## src/rtl/mcr_pkg.sv

```systemverilog
// package for the memory controller configuration register bank
// assumes a 32-bit AXI4-Lite register bus, one clock
package mcr_pkg;
  // ==========================================================
  // register byte addresses
  localparam logic [3:0] ADDR_REG_A = 4'h0;
  localparam logic [3:0] ADDR_REG_B = 4'h4;
  localparam logic [3:0] ADDR_REG_C = 4'h8;
  // ==========================================================
  // register A fields
  localparam int A_POWER_UP_STATUS   = 23;
  localparam int A_POWER_DOWN_STATUS  = 22;
  localparam int A_SIZE_LO  = 9;
  localparam int A_ILV_WE   = 8;
  localparam int A_TYPE_LO  = 3;
  localparam int A_ILV      = 0;
  // ==========================================================
  // register B fields
  localparam int B_RPTR_LO  = 30;
  localparam int B_WPTR_LO  = 28;
  localparam int B_SA_LO    = 15;
  localparam int B_SA_WE    = 14;
  localparam int B_INIT12   = 12;
  localparam int B_INIT13   = 13;
  localparam int B_FORCE    = 9;
  localparam int B_BYPASS   = 8;
  // ==========================================================
  // register C fields
  localparam int C_INH_CRD  = 30;
  localparam int C_HIGH_ERR = 29;
  localparam int C_LOG_REQ  = 28;
  localparam int C_ADDR_LO  = 8;
  // ==========================================================
  // forced check bit address bits, start address defaults (64K units)
  localparam int FORCE_ADR_BIT0 = 3;
  localparam int FORCE_ADR_BIT1 = 12;
  localparam logic [12:0] SA_4MB  = 13'h0040;
  localparam logic [12:0] SA_8MB  = 13'h0080;
  localparam logic [12:0] SA_12MB = 13'h00C0;
  localparam logic [12:0] SA_ZERO = 13'h0000;
  localparam logic [1:0]  AXI_OKAY   = 2'h0;
  localparam logic [1:0]  AXI_SLVERR = 2'h2;
  localparam logic [1:0]  INIT_BUSY  = 2'b00;
  localparam logic [1:0]  INIT_SAVED = 2'b01;
  localparam logic [1:0]  INIT_COLD  = 2'b11;

  // error report from the read datapath
  typedef struct packed {
    logic        valid;
    logic        correctable;
    logic [19:0] addr;
    logic [7:0]  syndrome;
  } mcr_err_t;

  // ecc controls toward the datapath
  typedef struct packed {
    logic       bypass;
    logic       force_en;
    logic [7:0] subst;
  } mcr_ecc_t;
endpackage

```

## src/rtl/mcr_regs.sv

```systemverilog
// memory controller configuration and status registers over AXI4-Lite
// assumes the datapath, jumpers and power signals are outside this block
//
// The register offsets and register access over AXI4-Lite are this design's own decisions.
`timescale 1ns/1ns
`default_nettype none
module mcr_regs #(
  parameter int SIZE_W = 7
) (
  input  wire logic              clk_sys,
  input  wire logic              rst_n,
  input  wire logic              cold_start,
  input  wire logic              ac_low,
  input  wire logic              inhibit_rom_decode,
  input  wire logic              start_jumper_high,
  input  wire logic              start_jumper_low,
  input  wire logic [SIZE_W-1:0] mem_size,
  input  wire logic [1:0]        mem_type,
  input  wire logic [1:0]        file_rd_ptr,
  input  wire logic [1:0]        file_wr_ptr,
  input  wire logic              init_active,
  input  wire logic              init_done,
  input  wire logic              array_cmd,
  input  wire logic [31:0]       rd_addr,
  input  wire mcr_pkg::mcr_err_t err_in,
  output logic                   power_alert_line,
  output logic                   array_busy,
  output logic                   force_check_bits,
  output mcr_pkg::mcr_ecc_t      ecc_ctrl,
  output logic                   corrected_read_flag,
  output logic                   read_data_substitute_flag,
  output logic                   interleave_bits,
  output logic [12:0]            start_addr,
  input  wire logic [3:0]        s_axi_awaddr,
  input  wire logic              s_axi_awvalid,
  output logic                   s_axi_awready,
  input  wire logic [31:0]       s_axi_wdata,
  input  wire logic [3:0]        s_axi_wstrb,
  input  wire logic              s_axi_wvalid,
  output logic                   s_axi_wready,
  output logic [1:0]             s_axi_bresp,
  output logic                   s_axi_bvalid,
  input  wire logic              s_axi_bready,
  input  wire logic [3:0]        s_axi_araddr,
  input  wire logic              s_axi_arvalid,
  output logic                   s_axi_arready,
  output logic [31:0]            s_axi_rdata,
  output logic [1:0]             s_axi_rresp,
  output logic                   s_axi_rvalid,
  input  wire logic              s_axi_rready
);
  // ==========================================================
  // pin synchronisers
  logic [1:0] ac_sync_reg;
  logic [1:0] cold_sync_reg;
  logic       ac_seen_reg;
  // straps are static in use but still arrive from pins
  logic [2:0] strap_s1_reg;
  logic [2:0] strap_s2_reg;
  always_ff @(posedge clk_sys or negedge rst_n) begin
    if (!rst_n) begin
      ac_sync_reg   <= 2'b00;
      cold_sync_reg <= 2'b00;
      ac_seen_reg   <= 1'b0;
      strap_s1_reg  <= 3'b000;
      strap_s2_reg  <= 3'b000;
    end else begin
      ac_sync_reg   <= {ac_sync_reg[0], ac_low};
      cold_sync_reg <= {cold_sync_reg[0], cold_start};
      ac_seen_reg   <= ac_sync_reg[1];
      strap_s1_reg  <= {inhibit_rom_decode, start_jumper_high,
                        start_jumper_low};
      strap_s2_reg  <= strap_s1_reg;
    end
  end
  wire logic ac_rise = ac_sync_reg[1] & ~ac_seen_reg;
  wire logic ac_fall = ~ac_sync_reg[1] & ac_seen_reg;
  wire logic cold    = cold_sync_reg[1];
  wire logic rom_inh = strap_s2_reg[2];

  // ==========================================================
  // AXI4-Lite write side: address and data taken in either order
  logic        aw_held_reg;
  logic        w_held_reg;
  logic [3:0]  aw_addr_reg;
  logic [31:0] w_data_reg;
  logic [3:0]  w_strb_reg;
  wire logic aw_take = s_axi_awvalid & s_axi_awready;
  wire logic w_take  = s_axi_wvalid & s_axi_wready;
  wire logic wr_fire = aw_held_reg & w_held_reg & ~s_axi_bvalid;
  always_ff @(posedge clk_sys or negedge rst_n) begin
    if (!rst_n) begin
      aw_held_reg   <= 1'b0;
      w_held_reg    <= 1'b0;
      aw_addr_reg   <= 4'h0;
      w_data_reg    <= 32'h0000_0000;
      w_strb_reg    <= 4'h0;
      s_axi_awready <= 1'b0;
      s_axi_wready  <= 1'b0;
      s_axi_bvalid  <= 1'b0;
      s_axi_bresp   <= mcr_pkg::AXI_OKAY;
    end else begin
      s_axi_awready <= ~aw_held_reg & ~aw_take & ~s_axi_bvalid;
      s_axi_wready  <= ~w_held_reg & ~w_take & ~s_axi_bvalid;
      if (aw_take) begin
        aw_held_reg <= 1'b1;
        aw_addr_reg <= s_axi_awaddr;
      end
      if (w_take) begin
        w_held_reg <= 1'b1;
        w_data_reg <= s_axi_wdata;
        w_strb_reg <= s_axi_wstrb;
      end
      if (wr_fire) begin
        aw_held_reg  <= 1'b0;
        w_held_reg   <= 1'b0;
        s_axi_bvalid <= 1'b1;
        s_axi_bresp  <= addr_ok(aw_addr_reg) ? mcr_pkg::AXI_OKAY
                                             : mcr_pkg::AXI_SLVERR;
      end else if (s_axi_bvalid && s_axi_bready) begin
        s_axi_bvalid <= 1'b0;
      end
    end
  end

  function automatic logic addr_ok(input logic [3:0] a);
    addr_ok = (a == mcr_pkg::ADDR_REG_A) || (a == mcr_pkg::ADDR_REG_B) ||
              (a == mcr_pkg::ADDR_REG_C);
  endfunction

  // a write counts only when all four byte lanes are enabled
  wire logic full_wr = wr_fire & (w_strb_reg == 4'hF);
  wire logic wr_a = full_wr & (aw_addr_reg == mcr_pkg::ADDR_REG_A);
  wire logic wr_b = full_wr & (aw_addr_reg == mcr_pkg::ADDR_REG_B);
  wire logic wr_c = full_wr & (aw_addr_reg == mcr_pkg::ADDR_REG_C);
  wire logic [31:0] wd = w_data_reg;

  // ==========================================================
  // power status and alert
  logic power_up_status_reg;
  logic power_down_status_reg;
  wire logic clr_up  = wr_a & wd[mcr_pkg::A_POWER_UP_STATUS] & power_up_status_reg;
  wire logic clr_dwn = wr_a & wd[mcr_pkg::A_POWER_DOWN_STATUS] & power_down_status_reg;
  always_ff @(posedge clk_sys or negedge rst_n) begin
    if (!rst_n) begin
      power_up_status_reg       <= 1'b0;
      power_down_status_reg      <= 1'b0;
      power_alert_line <= 1'b0;
    end else if (ac_rise && rom_inh) begin
      power_down_status_reg      <= 1'b1;
      power_up_status_reg       <= 1'b0;
      power_alert_line <= 1'b1;
    end else if (ac_fall) begin
      power_up_status_reg       <= 1'b1;
      power_down_status_reg      <= 1'b0;
      power_alert_line <= 1'b1;
    end else if (clr_up || clr_dwn) begin
      // event edges above win over a software clear
      power_up_status_reg       <= power_up_status_reg & ~clr_up;
      power_down_status_reg      <= power_down_status_reg & ~clr_dwn;
      power_alert_line <= 1'b0;
    end
  end

  // ==========================================================
  // interleave and start address; rst_n clears them to zero, and cold
  // start reloads them (interleave off, start address from the jumpers)
  logic [12:0] sa_default;
  always_comb begin
    case (strap_s2_reg[1:0])
      2'b11:   sa_default = mcr_pkg::SA_4MB;
      2'b10:   sa_default = mcr_pkg::SA_8MB;
      2'b01:   sa_default = mcr_pkg::SA_12MB;
      default: sa_default = mcr_pkg::SA_ZERO;
    endcase
  end
  always_ff @(posedge clk_sys or negedge rst_n) begin
    if (!rst_n) begin
      interleave_bits <= 1'b0;
      start_addr      <= mcr_pkg::SA_ZERO;
    end else if (cold) begin
      interleave_bits <= 1'b0;
      start_addr      <= sa_default;
    end else begin
      if (wr_a && wd[mcr_pkg::A_ILV_WE])
        interleave_bits <= wd[mcr_pkg::A_ILV];
      if (wr_b && wd[mcr_pkg::B_SA_WE])
        start_addr <= wd[mcr_pkg::B_SA_LO +: 13];
    end
  end

  // ==========================================================
  // init status, ecc diagnostics
  logic [1:0] init_st_reg;
  always_ff @(posedge clk_sys or negedge rst_n) begin
    if (!rst_n) begin
      init_st_reg <= mcr_pkg::INIT_BUSY;
      array_busy  <= 1'b0;
    end else begin
      if (init_active)
        init_st_reg <= mcr_pkg::INIT_BUSY;
      else if (init_done)
        init_st_reg <= cold ? mcr_pkg::INIT_COLD : mcr_pkg::INIT_SAVED;
      array_busy <= init_active & array_cmd;
    end
  end

  always_ff @(posedge clk_sys or negedge rst_n) begin
    if (!rst_n) begin
      ecc_ctrl <= '0;
    end else if (wr_b) begin
      ecc_ctrl.force_en <= wd[mcr_pkg::B_FORCE];
      ecc_ctrl.bypass   <= wd[mcr_pkg::B_BYPASS];
      ecc_ctrl.subst    <= wd[7:0];
    end
  end

  always_ff @(posedge clk_sys or negedge rst_n) begin
    if (!rst_n)
      force_check_bits <= 1'b0;
    else
      force_check_bits <= ecc_ctrl.force_en &
                          rd_addr[mcr_pkg::FORCE_ADR_BIT0] &
                          rd_addr[mcr_pkg::FORCE_ADR_BIT1];
  end

  // ==========================================================
  // error log
  logic        inh_crd_reg;
  logic        high_err_reg;
  logic        log_req_reg;
  logic [19:0] err_addr_reg;
  logic [7:0]  err_syn_reg;
  wire logic clr_log = wr_c & wd[mcr_pkg::C_LOG_REQ];
  wire logic first_err = err_in.valid & ~log_req_reg;
  always_ff @(posedge clk_sys or negedge rst_n) begin
    if (!rst_n) begin
      inh_crd_reg  <= 1'b0;
      high_err_reg <= 1'b0;
      log_req_reg  <= 1'b0;
      err_addr_reg <= 20'h0_0000;
      err_syn_reg  <= 8'h00;
    end else begin
      if (wr_c)
        inh_crd_reg <= wd[mcr_pkg::C_INH_CRD];
      if (err_in.valid && log_req_reg)
        high_err_reg <= 1'b1;
      else if (wr_c && wd[mcr_pkg::C_HIGH_ERR])
        high_err_reg <= 1'b0;
      if (err_in.valid)
        log_req_reg <= 1'b1;
      else if (clr_log)
        log_req_reg <= 1'b0;
      if (first_err) begin
        err_addr_reg <= err_in.addr;
        err_syn_reg  <= err_in.syndrome;
      end
    end
  end

  // flags toward the commander with the read data
  always_ff @(posedge clk_sys or negedge rst_n) begin
    if (!rst_n) begin
      corrected_read_flag       <= 1'b0;
      read_data_substitute_flag <= 1'b0;
    end else begin
      corrected_read_flag <= err_in.valid & err_in.correctable &
                             ~ecc_ctrl.bypass & ~inh_crd_reg &
                             ~log_req_reg;
      read_data_substitute_flag <= err_in.valid & ~err_in.correctable &
                                   ~ecc_ctrl.bypass;
    end
  end

  // ==========================================================
  // read side
  logic [31:0] rd_mux;
  always_comb begin
    rd_mux = 32'h0000_0000;
    case (s_axi_araddr)
      mcr_pkg::ADDR_REG_A: begin
        rd_mux[mcr_pkg::A_POWER_UP_STATUS]  = power_up_status_reg;
        rd_mux[mcr_pkg::A_POWER_DOWN_STATUS] = power_down_status_reg;
        rd_mux[mcr_pkg::A_SIZE_LO +: SIZE_W] = mem_size;
        rd_mux[mcr_pkg::A_TYPE_LO +: 2] = mem_type;
        rd_mux[mcr_pkg::A_ILV] = interleave_bits;
      end
      mcr_pkg::ADDR_REG_B: begin
        rd_mux[mcr_pkg::B_RPTR_LO +: 2] = file_rd_ptr;
        rd_mux[mcr_pkg::B_WPTR_LO +: 2] = file_wr_ptr;
        rd_mux[mcr_pkg::B_SA_LO +: 13]  = start_addr;
        rd_mux[mcr_pkg::B_INIT12] = init_st_reg[0];
        rd_mux[mcr_pkg::B_INIT13] = init_st_reg[1];
        rd_mux[mcr_pkg::B_FORCE]  = ecc_ctrl.force_en;
        rd_mux[mcr_pkg::B_BYPASS] = ecc_ctrl.bypass;
        rd_mux[7:0] = ecc_ctrl.subst;
      end
      mcr_pkg::ADDR_REG_C: begin
        rd_mux[mcr_pkg::C_INH_CRD]  = inh_crd_reg;
        rd_mux[mcr_pkg::C_HIGH_ERR] = high_err_reg;
        rd_mux[mcr_pkg::C_LOG_REQ]  = log_req_reg;
        rd_mux[mcr_pkg::C_ADDR_LO +: 20] = err_addr_reg;
        rd_mux[7:0] = err_syn_reg;
      end
      default: rd_mux = 32'h0000_0000;
    endcase
  end

  wire logic ar_take = s_axi_arvalid & s_axi_arready;
  always_ff @(posedge clk_sys or negedge rst_n) begin
    if (!rst_n) begin
      s_axi_arready <= 1'b0;
      s_axi_rvalid  <= 1'b0;
      s_axi_rdata   <= 32'h0000_0000;
      s_axi_rresp   <= mcr_pkg::AXI_OKAY;
    end else begin
      s_axi_arready <= ~s_axi_rvalid & ~ar_take;
      if (ar_take) begin
        s_axi_rvalid <= 1'b1;
        s_axi_rdata  <= rd_mux;
        s_axi_rresp  <= addr_ok(s_axi_araddr) ? mcr_pkg::AXI_OKAY
                                              : mcr_pkg::AXI_SLVERR;
      end else if (s_axi_rvalid && s_axi_rready) begin
        s_axi_rvalid <= 1'b0;
      end
    end
  end
endmodule
`default_nettype wire

```

## config.mk

```make
export PLATFORM = sky130hd
export DESIGN_NAME = mcr_regs
export DESIGN_NICKNAME = d
export VERILOG_FILES = /design/src/rtl/mcr_pkg.sv /design/src/rtl/mcr_regs.sv
export SDC_FILE = /design/constraint.sdc
export NUM_CORES = 1
export LEC_CHECK = 0
export BUFFER_PORTS_ARGS = -buffer_cell sky130_fd_sc_hd__buf_2
export CORE_ASPECT_RATIO = 2
export CORE_UTILIZATION = 35
export CTS_BUF_LIST = sky130_fd_sc_hd__clkbuf_16
export DETAILED_ROUTE_END_ITERATION = 16
export GPL_TIMING_DRIVEN = 1
export PLACE_DENSITY_LB_ADDON = 0.25
export SYNTH_ARGS = -nofsm -noshare
export SYNTH_HDL_FRONTEND = slang
export SYNTH_SLANG_ARGS = --single-unit
```

## constraint.sdc

```tcl
create_clock -name clk_sys -period 4.1 [get_ports clk_sys]
set_input_delay 0 -clock clk_sys [delete_from_list [all_inputs] [get_ports clk_sys]]
set_output_delay 0 -clock clk_sys [all_outputs]
set_load 0.05 [all_outputs]
```

; Yosys cells after proc, flatten, opt, wreduce, memory -nomap -nowiden
; Cells that the tools add are included.
[classes]
div = 0
magnitude_cmp = 0
n_mux = 44
n_bitwise = 48
n_eq_ne = 8
multipliers = 0
n_reduce_logical = 24
addsub = 0
shift = 0
[ops]
columns = cell, count
row1 = AND 1 bit, 33
row2 = two-way mux 13 bit, 2
row3 = two-way mux 1 bit, 24
row4 = case mux 8 bit (3 select lines), 1
row5 = case mux 2 bit (3 select lines), 3
row6 = nonzero test 2 bit, 9
row7 = NOT 1 bit, 15
row8 = case mux 7 bit (2 select lines), 1
row9 = "equality test 4 bit, second input constant", 3
row10 = case mux 6 bit (2 select lines), 1
row11 = two-way mux 2 bit, 5
row12 = case mux 1 bit (3 select lines), 3
row13 = "equality test 4 x 3 -> 1 bit, second input constant", 2
row14 = logical NOT 4 bit, 2
row15 = case mux 2 bit (2 select lines), 2
row16 = case mux 4 bit (2 select lines), 1
row17 = logical AND 1 bit, 7
row18 = logical OR 1 bit, 5
row19 = "equality test 2 bit, second input constant", 2
row20 = nonzero test 3 bit, 1
row21 = "equality test 2 x 1 -> 1 bit, second input constant", 1
row22 = case mux 1 bit (2 select lines), 1
[totals]
ff_bits = 157
rom_bits = 0
ram_bits = 0
in_bits = 134
latch_bits = 0
n_memories = 0
wordCells = 160
out_inout_bits = 70

; Depth between registers and ports, before layout
; Gate-level depths: netlist (run 1).
[logic_depth]
depth_word = 11
ltp_mapped = 6
mapped_depth_nobuf = 6

; Worst setup path before layout (run 1)
; Ideal clock, no wire load.
[synth_timing]
path_type = reg-to-reg
from = register s_axi_bvalid
to = register start_addr[6]
synth_period_minus_slack_ns = 1.942
arrival_time_ns = 1.819
setup_ns = 0.122
required_ns = 3.978
path_buffers = 1
path_stages_with_launch = 6
slack_ns = 2.158
path_cell_list = dfrtp_1 -> nand3b_1 -> or4_4 -> buf_6 -> nand3b_4 -> nand3_2
[synth_between]
elab_chain_cells = 6
[synth_rtl]
columns = element, line
row1 = start: declaration, mcr_regs.sv:42  ; output logic s_axi_bvalid,
row2 = start signal: assignment, mcr_regs.sv:100  ; s_axi_bvalid <= 1'b0;
row3 = start signal: assignment, mcr_regs.sv:117  ; s_axi_bvalid <= 1'b1;
row4 = start signal: assignment, mcr_regs.sv:121  ; s_axi_bvalid <= 1'b0;
row5 = NOT 1 bit, mcr_regs.sv:90  ; wire logic wr_fire = aw_held_reg & w_held_reg & ~s_axi_bvalid;
row6 = AND 1 bit, mcr_regs.sv:90
row7 = AND 1 bit, mcr_regs.sv:132  ; wire logic full_wr = wr_fire & (w_strb_reg == 4'hF);
row8 = AND 1 bit, mcr_regs.sv:134  ; wire logic wr_b = full_wr & (aw_addr_reg == mcr_pkg::ADDR_REG_B);
row9 = logical AND 1 bit, mcr_regs.sv:187  ; if (wr_b && wd[mcr_pkg::B_SA_WE])
row10 = nonzero test 2 bit (no source line), n/a
row11 = end signal: assignment, mcr_regs.sv:180  ; start_addr <= mcr_pkg::SA_ZERO;
row12 = end signal: assignment, mcr_regs.sv:183  ; start_addr <= sa_default;
row13 = end signal: assignment, mcr_regs.sv:188  ; start_addr <= wd[mcr_pkg::B_SA_LO +: 13];
row14 = end: declaration, mcr_regs.sv:33  ; output logic [12:0] start_addr,
; Every way passes these cells.
; A chain may end at the register's enable or synchronous reset.

; Worst setup path in the final report (run 1)
[layout_timing]
from = register s_axi_arready
to = register s_axi_rresp[1]
[layout_between]
elab_chain_cells = 1
[layout_rtl]
columns = element, line
row1 = start: declaration, mcr_regs.sv:46  ; output logic s_axi_arready,
row2 = start signal: assignment, mcr_regs.sv:317  ; s_axi_arready <= ~s_axi_rvalid & ~ar_take;
row3 = AND 1 bit, mcr_regs.sv:309  ; wire logic ar_take = s_axi_arvalid & s_axi_arready;
row4 = end signal: assignment, mcr_regs.sv:315  ; s_axi_rresp <= mcr_pkg::AXI_OKAY;
row5 = end signal: assignment, mcr_regs.sv:321  ; s_axi_rresp <= addr_ok(s_axi_araddr) ? mcr_pkg::AXI_OKAY
row6 = end: declaration, mcr_regs.sv:48  ; output logic [1:0] s_axi_rresp,
; Every way passes these cells.

==> results of run 1 <==
power groups by stage:
stage          Clock (mW)  Sequential, mW  Combinational [mW]
3_5_place_dp            0            2.01               0.841
6_report             1.62            1.98               0.900
3_3_place_gp            0            1.99               0.815
2_1_floorplan           0            2.13               0.446
4_1_cts              1.66            1.98               0.909
5_1_grt              1.71            2.02               0.975
final cells by class:
type,count,area [um2]
clock buffer,17,425.4
fill,1484,8244
antenna,1,2.502
tap,207,259.0
timing repair buffer,261,1778
multi-input combinational,289,2152
sequential,151,3779
inverter,6,22.52
clock inverter,15,187.7
worst max-delay path, stage by stage, from the launching register on:
cell and delay, ns:
dfrtp_1 0.38, nand2_2 0.54, a2111o_1 0.69, a21boi_0 0.19
path summary, 6_finish.rpt:
| path | start | endpoint | slack, ns | depth (start not counted) |
|---|---|---|---|---|
| max | s_axi_arready$_DFF_PN0_ | s_axi_rresp[1]$_DFFE_PN0P_ | 2.14 | 3 |
| min | mem_size[6] | s_axi_rdata[15]$_DFFE_PN0P_ | 0.03 | 4 |
| max reg2reg | s_axi_arready$_DFF_PN0_ | s_axi_rresp[1]$_DFFE_PN0P_ | 2.14 | 3 |
| min reg2reg | strap_s1_reg[0]$_DFF_PN0_ | strap_s2_reg[0]$_DFF_PN0_ | 0.35 | 0 |
| max in group asynchronous | rst_n | err_addr_reg[18]$_DFFE_PN0P_ | 2.86 | 3 |
| min in group asynchronous | rst_n | w_strb_reg[3]$_DFFE_PN0P_ | 0.17 | 2 |
cells in the mapped netlist, drive strengths merged, types with 2 or more instances:
cell type / n
nor2: 8
dfrtp: 151
a31oi: 2
and3: 3
mux2: 83
clkbuf: 15
ha: 3
nor4: 3
nand3b: 7
a22oi: 32
and2: 4
nand2: 64
nand3: 5
a21boi: 2
nor2b: 2
buf: 11
inv: 6
o41ai: 2
a21oi: 16
o21ai: 35
nor3: 3
nand2b: 2
stage by stage:
| stage | utilization | worst slack (ns) | cells | hold WS [ns] |
|---|---|---|---|---|
| 6_report | 0.5107 | 2.140 | 947 | 0.02785 |
| 4_1_cts | 0.5106 | 2.104 | 946 | 0.001385 |
| 5_1_grt | 0.5107 | 1.966 | 947 | 0.04666 |
| 3_5_place_dp | 0.4201 | 1.888 | 823 | 0.06499 |
| 2_1_floorplan | - | 2.158 | 472 | -0.2956 |
| 3_3_place_gp | 0.4201 | 2.026 | 823 | 0.04371 |
metal layers:
| layer | vias up | global-route usage |
|---|---|---|
| li1 | 2180 | - |
| met1 | 2287 | 0.2051 |
| met2 | 161 | 0.3240 |
| met3 | 25 | 0.03852 |
| met4 | 0 | 0.09499 |
| met5 | - | 0 |
cells by family (layout without fill, tap and decap cells):
logic type	count (synthesis)	after routing	synth area share
multiplexers	84	84	0.1560
adder cells (fa/ha/maj)	3	3	0.006198
buffers and inverters	32	299	0.02458
AO/OA/AOI/OAI	92	92	0.09378
AND/OR/NAND/NOR	108	108	0.09502
other	1	3	0.0006191
flip-flops	151	151	0.6238
==> run metrics, run 1 <==
initial antenna violation count=1; P_int=3.186 mW; Fin Setup TNS=0 ns; initial drt markers=164; Reg clk slew, reported paths=0.06 ns; global route overflow=0; kind of critical path=register to register; Max Freq=510.2 MHz; PortBufs=166; count of final setup violators=0; DR DRC count=0; Pleak=4.083 nW; share of layout cells above drive strength 1=0.3965; most common cell after layout, fill and taps aside=buf_2; Final Cell Area=0.008606 mm2; Syn Inst Count=471; via count=4,653; area grow syn2layout=42.08%; width of the die=95.02 um; hpwl dp=10,700 um; uppermost layer routed=met4; yosys warns=0; hold-fix buffer count after cts=91; die footprint=0.01787 mm2; Flop pwr share=0.440; std cell rows=67; PostCTS Resize Cnt=0; Sw Ratio=0.2917; clock skew=0.007850 ns; Worst-Skew Late Latency=0.41 ns; Clk pwr share=0.360; CTS tree=built; routed length on met2=8467 um; Pwr Total=4.498 mW; area post-placement=0.007079 mm2; final count of pins violating max slew=0; H-tree depth=4; Ports=204; drt pass-1 iters=5; Die Y=188.0 um; Final ANT Viol Nets=0; top cell type's share of synthesized area=0.6238; CTS Sinks=151; Initial Util=0.3595; clk buf depth=2; Yosys cell types=44; post-synthesis sequential area ratio=0.6238; number of flip-flops under the largest register name=32; M1 WL=6040 um; routed wire length per instance=16.47 um; fin nets=863; cts bufs inserted=17; critical path arrival=2.21 ns; CP Launch Type=register; peak supply drop=396.4 uV; power share of the combinational group=0.200; top post-synthesis cells by area=dfrtp_1, mux2_2, a22oi_1; Netlist Area Pre-Place=0.006057 mm2; GPL Wtd Cong=0.7592; vias in the first global route=4,943; via/cell ratio=4.913; outcome=complete, no violations; worst endpoint required time=4.35 ns; sw power=1.312 mW; Root Driver=clkbuf_16; DR WL met3=631 um; Max FO, Critical Path=58; largest net degree at the start of global routing=73; leading cell types in the layout, fill and taps excluded=buf_2, dfrtp_1, dlygate4sd3_1, mux2_2, nand2_1; critical path capture point type=register; Setup Buffers After CTS=0; Total Wirelength=15,600 um; Core ar.=0.01685 mm2; max cap viols=0; Main synth FF type=dfrtp_1; mean post-synth cell area=12.86 um2; async set-reset flop share out of synthesis=1.000; Max-Slew Margin vs Limit=0.3646; fin crit share=0.4780; worst slew pin tran=0.9498 ns; Yosys reg bits=151; total track usage=0.1850; unrepaired setup endpoints after global routing=false; Post-synth EDFFs=0; final hold vios=0; first-pass GRT wire length=24,830 um; class of the worst hold path=primary input to register; pwr/cell area=522.7 mW/mm2; post-route minimum period=1.960 ns; Yosys top cell by area=dfrtp_1
No activity file was read; power rests on OpenSTA's default activity.
==> run 2: changes to the inputs <==
clock period = 2 ns   (was 4.1 ns; I/O delays follow)
==> run 2 against run 1 <==
  * Die area is the same
  * Critical path depth grew 1
  * Wire length shrank 0.96%
  * Hold slack gained 0.011 ns
  * Cell count grew 0.63%
  * Sequential share of layout area shrank 0.44 points
  * Cell area grew 1.0%
  * Register-to-register slack lost 1.9 ns
  * Fmax grew 13%
==> run metrics, run 2 (synthesis gave the netlist of run 1 again) <==
outcome=complete, no violations; critical path arrival=1.99 ns (-0.22 ns); most common cell after layout, fill and taps aside=buf_2; CTS Sinks=151 (unchanged); routed wire length per instance=16.21 um (-1.6%); Initial Util=0.3595 (unchanged); count of final setup violators=0 (unchanged); via/cell ratio=4.814 (-2.0%); PostCTS Resize Cnt=0 (unchanged); worst reg2reg path endpoint=start_addr[4]$_DFFE_PN0P_; critical path capture point type=register; initial antenna violation count=0 (-1); Reg2Reg Launch Point=aw_addr_reg[1]$_DFFE_PN0P_; max cap viols=0 (unchanged); class of the worst hold path=primary input to register; DR DRC count=0 (unchanged); drt pass-1 iters=4 (-1); number of flip-flops under the largest register name=32 (unchanged); first-pass GRT wire length=24,920 um (+0.39%); # fillers=1,461 (-1.5%); unrepaired setup endpoints after global routing=false; Die Y=188.0 um (unchanged); r2r setup slk=0.26 ns (-1.88 ns); Clk pwr share=0.358 (-0.002); CP Launch Point=aw_addr_reg[1]$_DFFE_PN0P_; initial drt markers=139 (-15%); PortBufs=166 (unchanged); Flop pwr share=0.440 (about the same); CTS tree=built; Max FO, Critical Path=13 (-78%); Reg clk slew, reported paths=0.06 ns (about the same); CP Launch Type=register; power share of the combinational group=0.203 (+0.003); die footprint=0.01787 mm2 (unchanged); fin crit share=0.8689 (+0.3909); worst slew pin tran=0.6335 ns (-0.3163 ns); GPL Wtd Cong=0.7750 (+2.1%); clock skew=0.01176 ns (+0.003912 ns); # diodes=0 (-1); R2R depth=4 (+1); std cell rows=67 (unchanged); sw power=2.656 mW (+100%); Worst-Skew Late Latency=0.41 ns (about the same); P_int=6.558 mW (+110%); Pleak=4.134 nW (+1.3%); clk buf depth=2 (unchanged); Sw Ratio=0.2883 (-0.003382); kind of critical path=register to register; global route overflow=0 (unchanged); hpwl dp=10,720 um (+0.11%); leading cell types in the layout, fill and taps excluded=buf_2, dfrtp_1, dlygate4sd3_1, mux2_2, nand2_1; Final ANT Viol Nets=0 (unchanged); Core ar.=0.01685 mm2 (unchanged); area grow syn2layout=43.50%; worst endpoint required time=2.25 ns (-2.10 ns); Root Driver=clkbuf_16; cts bufs inserted=17 (unchanged); final count of pins violating max slew=0 (unchanged); vias in the first global route=5,022 (+1.6%); Setup Buffers After CTS=0 (unchanged); hold-fix buffer count after cts=90 (-1.1%); Max Freq=575.5 MHz (+13%); width of the die=95.02 um (unchanged); Max-Slew Margin vs Limit=0.5738 (+0.2092); Pwr Total=9.214 mW (+100%); peak supply drop=770.3 uV (+94%); Ports=204 (unchanged); final core utilization=0.5159 (+0.005124); worst setup path end=start_addr[4]$_DFFE_PN0P_; share of layout cells above drive strength 1=0.4035 (+0.007004); total track usage=0.1854 (+0.0003487); largest net degree at the start of global routing=58 (-21%); Total Wirelength=15,450 um (-0.96%); Fin Setup TNS=0 ns (unchanged); post-route minimum period=1.738 ns (-0.2221 ns); via count=4,588 (-1.4%); final hold vios=0 (unchanged); fin nets=870 (+0.81%); pwr/cell area=1060 mW/mm2 (+100%); H-tree depth=4 (unchanged)
-- run 2: how the worst min path moves through the flow --
stage | from | to | slack [ns] | cells after the start
global route | mem_size[6] | s_axi_rdata[15]$_DFFE_PN0P_ | 0.04 | 4
CTS | mem_size[6] | s_axi_rdata[15]$_DFFE_PN0P_ | 0.003 | 4
global placement | rst_n | w_strb_reg[2]$_DFFE_PN0P_ | -0.001 | 1
detailed placement | rst_n | w_strb_reg[1]$_DFFE_PN0P_ | 0.01 | 1
floorplan | rst_n | ac_seen_reg$_DFF_PN0_ | -0.30 | 0
finish | mem_size[4] | s_axi_rdata[13]$_DFFE_PN0P_ | 0.04 | 4
-- run 2: worst max-delay path, cell delays in order (launching register included) --
cell and delay [ns]:
dfrtp_1 0.37, or2_1 0.34, or4_4 0.69, nand2_1 0.11
a21oi_1 0.06
-- run 2: per-stage QoR --
| step | hold slack, ns | std cells | area [um2] | setup slack, ns |
|---|---|---|---|---|
| global route | 0.04319 | 953 | 8692 | 0.09513 |
| global placement | -0.0009547 | 831 | 7177 | 0.2824 |
| floorplan | -0.2956 | 472 | 6061 | 0.05818 |
| detailed placement | 0.01024 | 831 | 7177 | 0.2516 |
| CTS | 0.003220 | 953 | 8692 | 0.2398 |
| finish | 0.03905 | 953 | 8692 | 0.2622 |
-- run 2: power groups by stage --
stage	Combinational, mW	Clock (mW)	Sequential [mW]
2_1_floorplan	0.915	0	4.36
4_1_cts	1.89	3.38	4.06
3_3_place_gp	1.71	0	4.08
6_report	1.87	3.29	4.05
5_1_grt	2.04	3.51	4.15
3_5_place_dp	1.76	0	4.11
-- run 2: layout make-up --
cell class | instances | area (um2) | area share
clock buffers | 17 | 425.4 | 0.04894
clock inverters | 15 | 188.9 | 0.02174
inverters | 6 | 22.52 | 0.002591
multi-input cells | 289 | 2152 | 0.2476
flip-flops and latches | 151 | 3779 | 0.4347
well taps | 207 | 259.0 | 0.02980
repair buffers | 268 | 1866 | 0.2146
-- run 2: layer usage --
layer  share of wire  up-vias  global-route usage
met3           0.043       27             0.03122
met2            0.54      152              0.3318
met4           0.028        0             0.08333
met5               0        -                   0
li1                -     2197                   -
met1            0.39     2212              0.2088
==> run 3: changes to the inputs <==
ABC_AREA = 1   (was default)
==> run 3 against run 2 <==
  * Sequential cell count unchanged
  * Largest power group unchanged
  * Global-route usage increased by 0.38 points
  * Sequential power about the same
  * Critical path type is now primary input to register
  * Register-to-register slack improved by 0.05 ns
  * Wire length increased by 5.8%
  * Core utilization decreased by 0.17 points
  * Synthesized cell count increased by 39%
  * Die area increased by 2.1%
  * Power increased by 5.0%
  * Clock power decreased by 2%
  * Critical path depth increased by 2
  * Non-clock buffer count increased by 12
==> run metrics, run 3 <==
Core ar.=0.01727 mm2 (+2.5%); final core utilization=0.5142 (-0.001655); vias in the first global route=5,228 (+4.1%); Initial Util=0.3583 (-0.001169); PortBufs=166 (unchanged); Ports=204 (unchanged); largest family of logic cells by synthesized area=simple AND/OR/NAND/NOR gates; kind of critical path=primary input to register; Synth Area in Compound Gates=0.08229 (-0.01149); DR WL met3=711 um (+8.1%); Max Freq=591.0 MHz (+2.7%); mean post-synth cell area=9.448 um2 (-27%); Setup Buffers After CTS=0 (unchanged); PostCTS Resize Cnt=0 (unchanged); H-tree depth=4 (unchanged); Yosys cell types=34 (-23%); M1 WL=6591 um (+9.3%); Min Hold Slack=0.06419 ns (+0.02513 ns); Total Wirelength=16,340 um (+5.8%); post-route minimum period=1.692 ns (-0.04558 ns); synthesized-area fraction occupied by adder cells=0.006066 (-0.0001316); uppermost layer routed=met4; initial antenna violation count=1 (+1); most frequent cells after synthesis=nand2_1, dfrtp_1, inv_1, nor2_1, o21ai_0; area grow syn2layout=43.51% (about the same); CP Launch Type=primary input; mux share of post-synthesis cell area=0.02729 (-0.1287); Fin Setup TNS=0 ns (unchanged); top post-synthesis cells by area=dfrtp_1, nand2_1, inv_1; area post-placement=0.007279 mm2 (+1.4%); Root Driver=clkbuf_16; area used by multi-input combinational logic=0.002052 mm2 (-4.7%); via count=5,246 (+14%); via/cell ratio=4.554 (-5.4%); peak supply drop=700.5 uV (-9.1%); global route overflow=0 (unchanged); hold-fix buffer count after cts=101 (+12%); top cell type's share of synthesized area=0.6106 (-0.01324); worst endpoint required time=2.36 ns (+0.11 ns); fin nets=1,065 (+22%); r2r setup slk=0.31 ns (+0.05 ns); Synth Area in XOR/XNOR=0 (unchanged); die footprint=0.01825 mm2 (+2.1%); fin crit share=0.8461 (-0.02279); pre-CTS setup slack=0.4127 ns (+0.1611 ns); Pwr Total=9.679 mW (+5.0%); hpwl dp=11,010 um (+2.7%); pwr/cell area=1090 mW/mm2 (+2.8%); final hold vios=0 (unchanged); CTS Sinks=151 (unchanged); drt pass-1 iters=4 (unchanged); Max FO, Critical Path=4 (-9); DR DRC count=0 (unchanged); width of the die=96.03 um (+1.1%); count of final setup violators=0 (unchanged); Die Y=190.1 um (+1.1%); Final ANT Viol Nets=0 (unchanged); yosys warns=0 (unchanged); class of the worst hold path=primary input to async pin; largest net degree at the start of global routing=45 (-22%); cts bufs inserted=17 (unchanged); outcome=complete, no violations; std cell rows=68 (+1.5%); count leader, synth=nand2_1; async set-reset flop share out of synthesis=1.000 (unchanged); total track usage=0.1891 (+0.003771); simple-gate area share of the yosys netlist=0.2147 (+0.1197); unrepaired setup endpoints after global routing=false; Pleak=4.698 nW (+14%); critical path capture point type=register; initial drt markers=174 (+25%); clock skew=0.009418 ns (-0.002344 ns); Register Area=0.003779 mm2 (unchanged); post-synthesis sequential area ratio=0.6106 (-0.01324); final worst slack=0.3078 ns (+0.04558 ns); final count of pins violating max slew=0 (unchanged); Main synth FF type=dfrtp_1; leading cell types in the layout, fill and taps excluded=nand2_1, buf_2, dfrtp_1, dlygate4sd3_1, inv_1; placed instance count=1,018 (+23%); routed length on met2=8518 um (+2.2%); Syn Inst Count=655 (+39%); max cap viols=0 (unchanged); Layout Cells excl Fill=1,152 (+21%); first-pass GRT wire length=25,800 um (+3.5%); worst slew pin tran=0.5615 ns (-0.07198 ns); Netlist Area Pre-Place=0.006188 mm2 (+2.2%); number of flip-flops under the largest register name=32 (unchanged); routed wire length per instance=14.18 um (-12%); # fillers=1,605 (+9.9%); Post-synth EDFFs=0 (unchanged); Max-Slew Margin vs Limit=0.6252 (+0.05147); Yosys reg bits=151 (unchanged); most common cell after layout, fill and taps aside=nand2_1; Reg clk slew, reported paths=0.06 ns (about the same); GPL Wtd Cong=0.7812 (+0.80%); share of layout cells above drive strength 1=0.2678 (-0.1357); critical path arrival=2.05 ns (+0.06 ns); Yosys top cell by area=dfrtp_1; CTS tree=built; Worst-Skew Late Latency=0.42 ns (about the same); Final Cell Area=0.008881 mm2 (+2.2%); clk buf depth=2 (unchanged)
-- run 3: power breakdown --
part / switching (mW) / internal [mW]
Sequential: 0.366 / 3.66
Clock: 1.28 / 1.94
Combinational: 1.68 / 0.753
-- run 3: final timing paths --
kind | cells past startpoint | from | endpoint
worst max register to register | 6 | s_axi_arready$_DFF_PN0_ | s_axi_rresp[1]$_DFFE_PN0P_
worst max-delay path | 6 | s_axi_araddr[2] | s_axi_rresp[1]$_DFFE_PN0P_
worst min register to register | 0 | strap_s1_reg[0]$_DFF_PN0_ | strap_s2_reg[0]$_DFF_PN0_
worst min-delay path | 2 | rst_n | s_axi_rdata[8]$_DFFE_PN0P_
max in group asynchronous | 3 | rst_n | corrected_read_flag$_DFF_PN0_
min in group clk_sys | 5 | s_axi_wvalid | s_axi_wready$_DFF_PN0_
-- run 3: final cells by class --
cell class              count  share of cell area
repair buffers            280              0.2233
diodes                      1           0.0002818
flip-flops and latches    151              0.4255
clock buffers              17             0.04790
well taps                 210             0.02959
clock inverters            15             0.01832
inverters                  57             0.02409
multi-input cells         421              0.2311
-- run 3: cell families (layout without fill, tap and decap cells) --
kind of cell / count (synthesis) / count (layout)
AND/OR/NAND/NOR: 315 / 315
flip-flops: 151 / 151
AO/OA/AOI/OAI: 86 / 86
buffers and inverters: 84 / 369
multiplexers: 15 / 15
adder cells (fa/ha/maj): 3 / 3
other: 1 / 3
-- run 3: routing by layer --
layer  global-route usage  up-vias
li1                     -     2619
met1               0.2171     2438
met4              0.09472        0
met2               0.3246      158
met5                    0        -
met3              0.03877       31
-- run 3: critical path, cell delays in order --
cell and delay [ns]:
dlygate4sd3_1 0.54, buf_2 0.15, nand2_1 0.05, dlygate4sd3_1 0.56, a31oi_1 0.18, dlygate4sd3_1 0.57
